[src/hw/cgc_consts.svh]
// Constants for the clock generator control block
`ifndef CGC_CONSTS_SVH
`define CGC_CONSTS_SVH
`define CGC_ADDR_CTRL 3'h0
`define CGC_ADDR_MULT 3'h1
`define CGC_ADDR_TRIM 3'h2
`define CGC_ADDR_HALV 3'h3
`define CGC_ADDR_STAGE 3'h4
`define CGC_BIT_IRQ_EN 7
`define CGC_BIT_FAIL 6
`define CGC_BIT_MON_ON 5
`define CGC_BIT_SEL 4
`define CGC_BIT_INT_ON 3
`define CGC_BIT_INT_STB 2
`define CGC_BIT_EXT_ON 1
`define CGC_BIT_EXT_STB 0
`define CGC_RST_MULT 7'h15
`define CGC_RST_TRIM 8'h80
`define CGC_RST_HALV 4'h0
`define CGC_RST_STAGE 8'h00
`define CGC_XTAL_STARTUP 4096
`define CGC_EXT_STARTUP 16
`define CGC_CNT_W 13
`endif

[src/hw/cgc_pkg.sv]
// Types shared by the clock generator control block
package cgc_pkg;
   typedef logic [2:0] cgc_addr_t;
   typedef logic [7:0] cgc_byte_t;
endpackage

[src/hw/cgc_control.sv]
// Clock generator control register, interlocks and monitor flag
//
// The implementer's own choices: the placing of the registers and the strobed register port.
`timescale 1ns/1ps
`include "cgc_consts.svh"
module cgc_control #(
   parameter int STARTUP_COUNT = `CGC_XTAL_STARTUP
) (
   input wire logic sys_clk,
   input wire logic rst_b,
   input wire logic clk_en,
   input wire cgc_pkg::cgc_addr_t reg_addr,
   input wire cgc_pkg::cgc_byte_t reg_wdata,
   input wire logic reg_wr,
   input wire logic reg_rd,
   output cgc_pkg::cgc_byte_t reg_rdata,
   input wire logic stop_mode,
   input wire logic keep_running_in_stop,
   input wire logic external_input_option,
   input wire logic crystal_option,
   input wire logic internal_dead,
   input wire logic external_dead,
   input wire logic internal_lock,
   input wire logic external_clock_tick,
   input wire logic [3:0] loop_halving,
   input wire cgc_pkg::cgc_byte_t loop_stage,
   output logic monitor_irq,
   output logic oscillator_src_ext,
   output logic internal_gen_on,
   output logic external_gen_on,
   output logic osc_pin_active,
   output logic [6:0] multiplier_register,
   output cgc_pkg::cgc_byte_t capacitor_adjust_register,
   output logic [3:0] oscillator_halving_count,
   output cgc_pkg::cgc_byte_t oscillator_stage_count
);
   import cgc_pkg::*;

   logic monitor_irq_enable, monitor_fail_flag, monitor_on, clock_select;
   logic internal_gen_enable, internal_stable;
   logic external_gen_enable, external_stable;
   logic next_irq_en, next_fail, next_mon_on, next_sel;
   logic next_int_on, next_int_stb, next_ext_on, next_ext_stb;
   logic fail_armed;
   logic [`CGC_CNT_W-1:0] ext_count;
   logic ext_count_done;
   logic stop_off, int_gone, ext_gone;
   logic wr_ctrl, tune_wr, mult_wr, trim_wr, slow_wr;
   cgc_byte_t w;

   assign w = reg_wdata;
   assign stop_off = stop_mode & ~keep_running_in_stop;
   // The monitor only reports dead clocks while it is on
   assign int_gone = monitor_on & internal_dead;
   assign ext_gone = monitor_on & external_dead;
   assign wr_ctrl = reg_wr & (reg_addr == `CGC_ADDR_CTRL);
   assign tune_wr = reg_wr & ~monitor_on;
   assign mult_wr = tune_wr & (reg_addr == `CGC_ADDR_MULT);
   assign trim_wr = tune_wr & (reg_addr == `CGC_ADDR_TRIM);
   assign slow_wr = tune_wr & ~internal_gen_enable;
   // Crystal start-up needs the long count; driven clocks need the short count of 16
   assign ext_count_done = crystal_option ?
      (ext_count >= `CGC_CNT_W'(STARTUP_COUNT)) :
      (ext_count >= `CGC_CNT_W'(`CGC_EXT_STARTUP));

   // Forced values come first in each chain so writes lose to them
   always_comb begin
      next_mon_on = monitor_on;
      if (!internal_gen_enable || !external_gen_enable || stop_off) begin
         next_mon_on = 1'b0;
      end else if (monitor_fail_flag || int_gone || ext_gone) begin
         // A flag being set this cycle must not see the monitor drop
         next_mon_on = 1'b1;
      end else if (wr_ctrl) begin
         if (w[`CGC_BIT_MON_ON]) begin
            if (internal_stable && external_stable) begin
               next_mon_on = 1'b1;
            end
         end else begin
            next_mon_on = 1'b0;
         end
      end
   end

   always_comb begin
      next_fail = monitor_fail_flag;
      // Monitor going off this cycle takes the flag with it
      if (!monitor_on || !next_mon_on) begin
         next_fail = 1'b0;
      end else if (int_gone || ext_gone) begin
         next_fail = 1'b1;
      end else if (wr_ctrl && !w[`CGC_BIT_FAIL] && fail_armed) begin
         next_fail = 1'b0;
      end
   end

   always_comb begin
      next_irq_en = monitor_irq_enable;
      if (!monitor_on || !next_mon_on) begin
         next_irq_en = 1'b0;
      end else if (wr_ctrl) begin
         next_irq_en = w[`CGC_BIT_IRQ_EN];
      end
   end

   always_comb begin
      next_sel = clock_select;
      if (int_gone || !internal_gen_enable) begin
         next_sel = 1'b1;
      end else if (ext_gone || !external_gen_enable) begin
         next_sel = 1'b0;
      end else if (wr_ctrl) begin
         if (w[`CGC_BIT_SEL] && external_stable) begin
            next_sel = 1'b1;
         end else if (!w[`CGC_BIT_SEL] && internal_stable) begin
            next_sel = 1'b0;
         end
      end
   end

   always_comb begin
      next_int_on = internal_gen_enable;
      if (monitor_on || !clock_select) begin
         next_int_on = 1'b1;
      end else if (wr_ctrl) begin
         next_int_on = w[`CGC_BIT_INT_ON];
      end
   end

   always_comb begin
      next_ext_on = external_gen_enable;
      if (!external_input_option) begin
         next_ext_on = 1'b0;
      end else if (monitor_on || clock_select) begin
         next_ext_on = 1'b1;
      end else if (wr_ctrl) begin
         next_ext_on = w[`CGC_BIT_EXT_ON];
      end
   end

   always_comb begin
      next_int_stb = internal_lock;
      if (int_gone || !internal_gen_enable || mult_wr || trim_wr ||
          stop_off) begin
         next_int_stb = 1'b0;
      end
   end

   always_comb begin
      next_ext_stb = ext_count_done;
      if (ext_gone || !external_gen_enable || stop_off) begin
         next_ext_stb = 1'b0;
      end
   end

   always_ff @(posedge sys_clk) begin
      if (!rst_b) begin
         monitor_irq_enable <= 1'b0;
         monitor_fail_flag <= 1'b0;
         monitor_on <= 1'b0;
         clock_select <= 1'b0;
         internal_gen_enable <= 1'b1;
         internal_stable <= 1'b0;
         external_gen_enable <= 1'b0;
         external_stable <= 1'b0;
      end else if (clk_en) begin
         monitor_irq_enable <= next_irq_en;
         monitor_fail_flag <= next_fail;
         monitor_on <= next_mon_on;
         clock_select <= next_sel;
         internal_gen_enable <= next_int_on;
         internal_stable <= next_int_stb;
         external_gen_enable <= next_ext_on;
         external_stable <= next_ext_stb;
      end
   end

   // Flag clear is armed by a control read that saw the flag set
   always_ff @(posedge sys_clk) begin
      if (!rst_b) begin
         fail_armed <= 1'b0;
      end else if (clk_en) begin
         if (!next_fail) begin
            fail_armed <= 1'b0;
         end else if (reg_rd && reg_addr == `CGC_ADDR_CTRL &&
                      monitor_fail_flag) begin
            fail_armed <= 1'b1;
         end
      end
   end

   // Counter saturates; restarts whenever the external path drops
   always_ff @(posedge sys_clk) begin
      if (!rst_b) begin
         ext_count <= '0;
      end else if (clk_en) begin
         if (!external_gen_enable || ext_gone || stop_off) begin
            ext_count <= '0;
         end else if (external_clock_tick && !ext_count_done) begin
            ext_count <= ext_count + `CGC_CNT_W'(1);
         end
      end
   end

   always_ff @(posedge sys_clk) begin
      if (!rst_b) begin
         multiplier_register <= `CGC_RST_MULT;
         capacitor_adjust_register <= `CGC_RST_TRIM;
      end else if (clk_en) begin
         if (mult_wr) begin
            multiplier_register <= w[6:0];
         end
         if (trim_wr) begin
            capacitor_adjust_register <= w;
         end
      end
   end

   // The loop filter owns these while the internal generator runs
   always_ff @(posedge sys_clk) begin
      if (!rst_b) begin
         oscillator_halving_count <= `CGC_RST_HALV;
         oscillator_stage_count <= `CGC_RST_STAGE;
      end else if (clk_en) begin
         if (internal_gen_enable) begin
            oscillator_halving_count <= loop_halving;
            oscillator_stage_count <= loop_stage;
         end else begin
            if (slow_wr && reg_addr == `CGC_ADDR_HALV) begin
               oscillator_halving_count <= w[3:0];
            end
            if (slow_wr && reg_addr == `CGC_ADDR_STAGE) begin
               oscillator_stage_count <= w;
            end
         end
      end
   end

   always_ff @(posedge sys_clk) begin
      if (!rst_b) begin
         monitor_irq <= 1'b0;
         oscillator_src_ext <= 1'b0;
         internal_gen_on <= 1'b1;
         external_gen_on <= 1'b0;
         osc_pin_active <= 1'b0;
      end else if (clk_en) begin
         monitor_irq <= next_irq_en & next_fail;
         oscillator_src_ext <= next_sel;
         internal_gen_on <= next_int_on;
         external_gen_on <= next_ext_on;
         osc_pin_active <= external_input_option & next_ext_on;
      end
   end

   always_ff @(posedge sys_clk) begin
      if (!rst_b) begin
         reg_rdata <= '0;
      end else if (clk_en) begin
         if (reg_rd) begin
            unique case (reg_addr)
               `CGC_ADDR_CTRL: reg_rdata <= {monitor_irq_enable,
                  monitor_fail_flag, monitor_on, clock_select,
                  internal_gen_enable, internal_stable,
                  external_gen_enable, external_stable};
               `CGC_ADDR_MULT: reg_rdata <= {1'b0, multiplier_register};
               `CGC_ADDR_TRIM: reg_rdata <= capacitor_adjust_register;
               `CGC_ADDR_HALV: reg_rdata <= {4'h0, oscillator_halving_count};
               `CGC_ADDR_STAGE: reg_rdata <= oscillator_stage_count;
               default: reg_rdata <= '0;
            endcase
         end else begin
            reg_rdata <= '0;
         end
      end
   end
endmodule

[config.mk]
export PLATFORM = sky130hd
export DESIGN_NAME = cgc_control
export DESIGN_NICKNAME = d
export VERILOG_FILES = /design/src/hw/cgc_pkg.sv /design/src/hw/cgc_control.sv
export VERILOG_INCLUDE_DIRS = /design/src /design/src/hw
export SDC_FILE = /design/constraint.sdc
export NUM_CORES = 1
export LEC_CHECK = 0
export ABC_CLOCK_PERIOD_IN_PS = 2400
export BUFFER_PORTS_ARGS = -buffer_cell sky130_fd_sc_hd__buf_2
export CAP_MARGIN = 20
export CELL_PAD_IN_SITES_DETAIL_PLACEMENT = 1
export CELL_PAD_IN_SITES_GLOBAL_PLACEMENT = 1
export CORE_MARGIN = 5
export CORE_UTILIZATION = 33
export CTS_BUF_LIST = sky130_fd_sc_hd__clkbuf_4 sky130_fd_sc_hd__clkbuf_8 sky130_fd_sc_hd__clkbuf_16
export DETAILED_ROUTE_END_ITERATION = 7
export MAX_ROUTING_LAYER = met4
export PLACE_DENSITY = 0.76
export SYNTH_ARGS = -nofsm -noshare
export SYNTH_HDL_FRONTEND = slang
export SYNTH_SLANG_ARGS = --single-unit
export TNS_END_PERCENT = 100
[constraint.sdc]
create_clock -name sys_clk -period 2.4 [get_ports sys_clk]
set_clock_uncertainty 0.1 [all_clocks]
set_input_delay 0.24 -clock sys_clk [delete_from_list [all_inputs] [get_ports sys_clk]]
set_output_delay 0.24 -clock sys_clk [all_outputs]
set_load 0.01 [all_outputs]
==> impl_table.tex <==
\begin{tabular}{lr}
\hline
Metric & Value \\
\hline
\multicolumn{2}{l}{\textbf{Worst setup path}} \\
Critical Path Slowest Stage Cell & sky130\_fd\_sc\_hd\_\_or4\_1 \\
R2R depth & 5 \\
Max stage delay on crit path & 0.50 ns \\
Worst reg2reg endpoint & ext\_count[10] \\
Data required, critical path & 2.57 ns \\
Cell type with the highest occurrence count on the critical path & sky130\_fd\_sc\_hd\_\_a21oi\_1 \\
Critical R2R Launch & ext\_count[5] \\
Arrival @ worst endpoint & 2.11 ns \\
Setup crit start kind & flip-flop \\
Max FO, Critical Path & 12 \\
Worst setup slack for register-to-register paths & 0.46 ns \\
Crit Path Class & reg -> reg \\
Category of the worst setup path capture point & flip-flop \\
List of cells traversed by the critical path & nor4\_1, a21oi\_1, buf\_4, or4\_1, a21oi\_1 \\
\multicolumn{2}{l}{\textbf{Global route}} \\
GR Util met3 & 4.10\% \\
Global-route wire length before repair & 16.6 mm \\
Vias in the first global route & 3162 \\
Busiest layer in global routing & met2 \\
Maximum number of pins on one net before global-route repair & 23 \\
Number of antenna violations at the first check in global routing & 0 \\
Routing usage on met2 & 32.0\% \\
GR met1 Demand/Resource & 23.7\% \\
Total global routing overflow & 0 \\
Tot GR Track Use & 19.3\% \\
\multicolumn{2}{l}{\textbf{Min path}} \\
Class of the worst hold path & in -> reg \\
Critical hold path startpoint & reg\_wdata[2] \\
End point of the worst hold path & multiplier\_register[2] \\
Count of cells along the worst hold path & 3 \\
\multicolumn{2}{l}{\textbf{Synthesis}} \\
Synthesized area & 0.00302 sq mm \\
Average size of a mapped cell & 9.06 sq um \\
Sequential-to-total area share from yosys stat & 38.5\% \\
Fraction of registers with async set/reset & 0\% \\
Yosys warning total & 0 \\
Main synth FF type & sky130\_fd\_sc\_hd\_\_dfxtp\_1 \\
Post-synth EDFFs & 0 \\
Syn\_nets & 371 \\
Number of library cell types mapped by synthesis & 58 \\
Post-synthesis cell count & 333 \\
Number of synthesized register bits & 58 \\
\multicolumn{2}{l}{\textbf{Clock tree}} \\
Sink Count & 58 \\
Clock latency on the worst-skew pair & 0.36 ns \\
Hold buffer count at CTS & 0 \\
Root buffer selected by CTS & sky130\_fd\_sc\_hd\_\_clkbuf\_8 \\
Resize count post-CTS & 0 \\
Maximum number of buffers from clock root to sink & 2 \\
Setup repair bufs after CTS & 0 \\
TritonCTS Buffers & 9 \\
Number of levels the H-tree was split into & 3 \\
Post-CTS clock slew at the launch and capture registers of the worst setup and hold paths & 0.08 ns \\
TritonCTS clock tree & done \\
\multicolumn{2}{l}{\textbf{STA}} \\
Worst max-slew margin expressed relative to the limit & 53.3\% \\
Actual transition at the worst max-transition pin & 0.697 ns \\
Pins over their slew limit & 0 \\
Minimum hold slack & 0.0553 ns \\
Setup repair after global routing missed its margin & false \\
Number of hold violations in the final report & 0 \\
Setup\_tns & 0 ns \\
Maximum clock rate & 515 MHz \\
Time the final worst path needs with I/O delays and setup & 1.94 ns \\
Portion of the clock cycle consumed by the worst path in the final layout & 80.9\% \\
Final setup violation count & 0 \\
\multicolumn{2}{l}{\textbf{Placement}} \\
GPL Wtd Cong & 0.841 \\
Total placed instance area & 0.00353 sq mm \\
Post-detail-place hpwl & 7.63 mm \\
Buffers on Ports & 75 \\
Dpl cells & 507 \\
\multicolumn{2}{l}{\textbf{Die}} \\
Die ar. & 0.0111 sq mm \\
Initial core utilization & 34.2\% \\
Height of the chip & 106 microns \\
Number of rows created at floorplan & 34 \\
Floorplan core area & 0.00881 sq mm \\
I/O Pins & 76 \\
Die width & 106 microns \\
\multicolumn{2}{l}{\textbf{Layout}} \\
Design Area, Final & 0.00376 sq mm \\
Layout cells sized above 1 & 29.4\% \\
Fin nets & 448 \\
Number of antenna cells inserted & 0 \\
Layout area overhead & 24.6\% \\
Core Util, Final & 42.7\% \\
Final instance count without filler cells & 523 \\
\multicolumn{2}{l}{\textbf{Outcome}} \\
Outcome & completed \\
\multicolumn{2}{l}{\textbf{Power}} \\
Static Leakage & 1.63 nW \\
Power per cell area & 606 mW/mm\^{}2 \\
Maximum vdd ir drop & 0.000273 V \\
\multicolumn{2}{l}{\textbf{Detailed routing}} \\
Pre-antenna DRT Iters & 4 \\
Routed via count & 2988 \\
Number of remaining DRC errors & 0 \\
Number of nets with antenna violations after detailed routing & 0 \\
Overall routed net length & 10.2 mm \\
Average routed wire per standard cell & 19.4 microns \\
First DRT Iteration DRCs & 183 \\
Vias/cell & 5.71 \\
\multicolumn{2}{l}{\textbf{Run}} \\
Max-capacitance violation count & 0 \\
\hline
\end{tabular}
## worst max-delay path by stage
stage / slack (ns) / start / to
after floorplan: 0.45 / reg_addr[1] / monitor_on
after global placement: 0.45 / reg_addr[0] / monitor_on
after detailed placement: 0.42 / reg_addr[0] / fail_armed
after CTS: 0.47 / ext_count[4] / ext_count[10]
after global routing: 0.36 / ext_count[12] / ext_count[11]
final: 0.46 / ext_count[5] / ext_count[10]
## state kept, by name (all words and copies together) (netlist names), 4 cells and up
| register | cells |
|---|---|
| ext_count | 13 |
| multiplier_register | 7 |
| reg_rdata | 8 |
| capacitor_adjust_register | 8 |
| oscillator_stage_count | 8 |
| oscillator_halving_count | 4 |
## report_power, final
group          switching, mW  total, mW  leakage, nW  internal [mW]
Sequential            0.0190       1.00        0.471          0.983
Clock                  0.451       1.04        0.106          0.593
Combinational          0.138      0.230         1.06         0.0917
## Yosys cell counts (all sizes together) (3+ instances only)
library cell,n,area share (%)
nand2,26,3.2
nor2,15,1.9
nor4,5,1.0
buf,7,1.8
a22oi,7,1.7
mux4,3,2.2
a211oi,10,2.5
dfxtp,58,39
inv,9,1.1
or4,10,2.6
o2bb2ai,4,1.2
a31o,5,1.5
clkbuf,20,2.5
nand4,8,1.7
mux2i,34,11
or3,9,1.9
nor2b,4,0.83
nor4b,5,1.5
o21ai,12,2.0
nand2b,3,0.62
a311oi,5,1.5
nand3,4,0.66
a21oi,25,4.1
a31oi,3,0.62
## cells in the final DEF (no fill, tap or decap), types with 5 or more instances in the layout
| cell type | count |
|---|---|
| sky130_fd_sc_hd__or4_1 | 9 |
| sky130_fd_sc_hd__dfxtp_1 | 58 |
| sky130_fd_sc_hd__nand2_1 | 26 |
| sky130_fd_sc_hd__buf_4 | 18 |
| sky130_fd_sc_hd__clkbuf_8 | 9 |
| sky130_fd_sc_hd__nand4_1 | 8 |
| sky130_fd_sc_hd__nor4b_1 | 5 |
| sky130_fd_sc_hd__a22oi_1 | 7 |
| sky130_fd_sc_hd__a21oi_1 | 25 |
| sky130_fd_sc_hd__buf_2 | 75 |
| sky130_fd_sc_hd__mux2i_1 | 34 |
| sky130_fd_sc_hd__nor4_1 | 5 |
| sky130_fd_sc_hd__or3_1 | 9 |
| sky130_fd_sc_hd__a211oi_1 | 10 |
| sky130_fd_sc_hd__nor2_1 | 15 |
| sky130_fd_sc_hd__o21ai_0 | 12 |
| sky130_fd_sc_hd__inv_1 | 9 |
| sky130_fd_sc_hd__a311oi_1 | 5 |
## area by class of cell
type,count,area (sq um)
Tap cell,108,135
Multi-Input combinational cell,238,1690
Inverter,10,37.5
Sequential cell,58,1160
Fill cell,1057,5050
Clock inverter,7,101
Timing Repair Buffer,93,510
Clock buffer,9,124
## kinds of logic (layout without fill, tap and decap cells)
group                      count (synthesis)  in the layout  share of synthesized area [%]
and+or+nand+nor                          104            104                           19.5
AOI/OAI and AO/OA                         93             93                           21.5
DFF                                       58             58                           38.5
muxes                                     38             38                           13.9
buffers and inverters                     37            119                           5.52
adders and majority gates                  2              2                          0.830
xor gates and xnor gates                   1              1                          0.291
## metrics by stage
step / power [mW] / setup WS (ns)
4_1_cts: 2.29 / 0.475
2_1_floorplan: 1.14 / 0.450
3_3_place_gp: 1.25 / 0.455
5_1_grt: 2.35 / 0.359
3_5_place_dp: 1.25 / 0.424
6_report: 2.28 / 0.459
## per-layer routing
layer	share of wire (%)	wire, microns	up-vias
li1	-	-	1419
met1	44	4420	1464
met2	50	5030	96
met3	5.7	579	9
met4	1.2	122	0
met5	0	0	-
## worst max-delay path: cells and delay by family (launching register included)
| family | cells | cell delay [ns] |
|---|---|---|
| buf+inv | 1 | 0.20 |
| compound gates | 2 | 0.32 |
| simple gates | 2 | 0.89 |
| flops | 1 | 0.36 |
No activity file was read; power rests on OpenSTA's default activity.
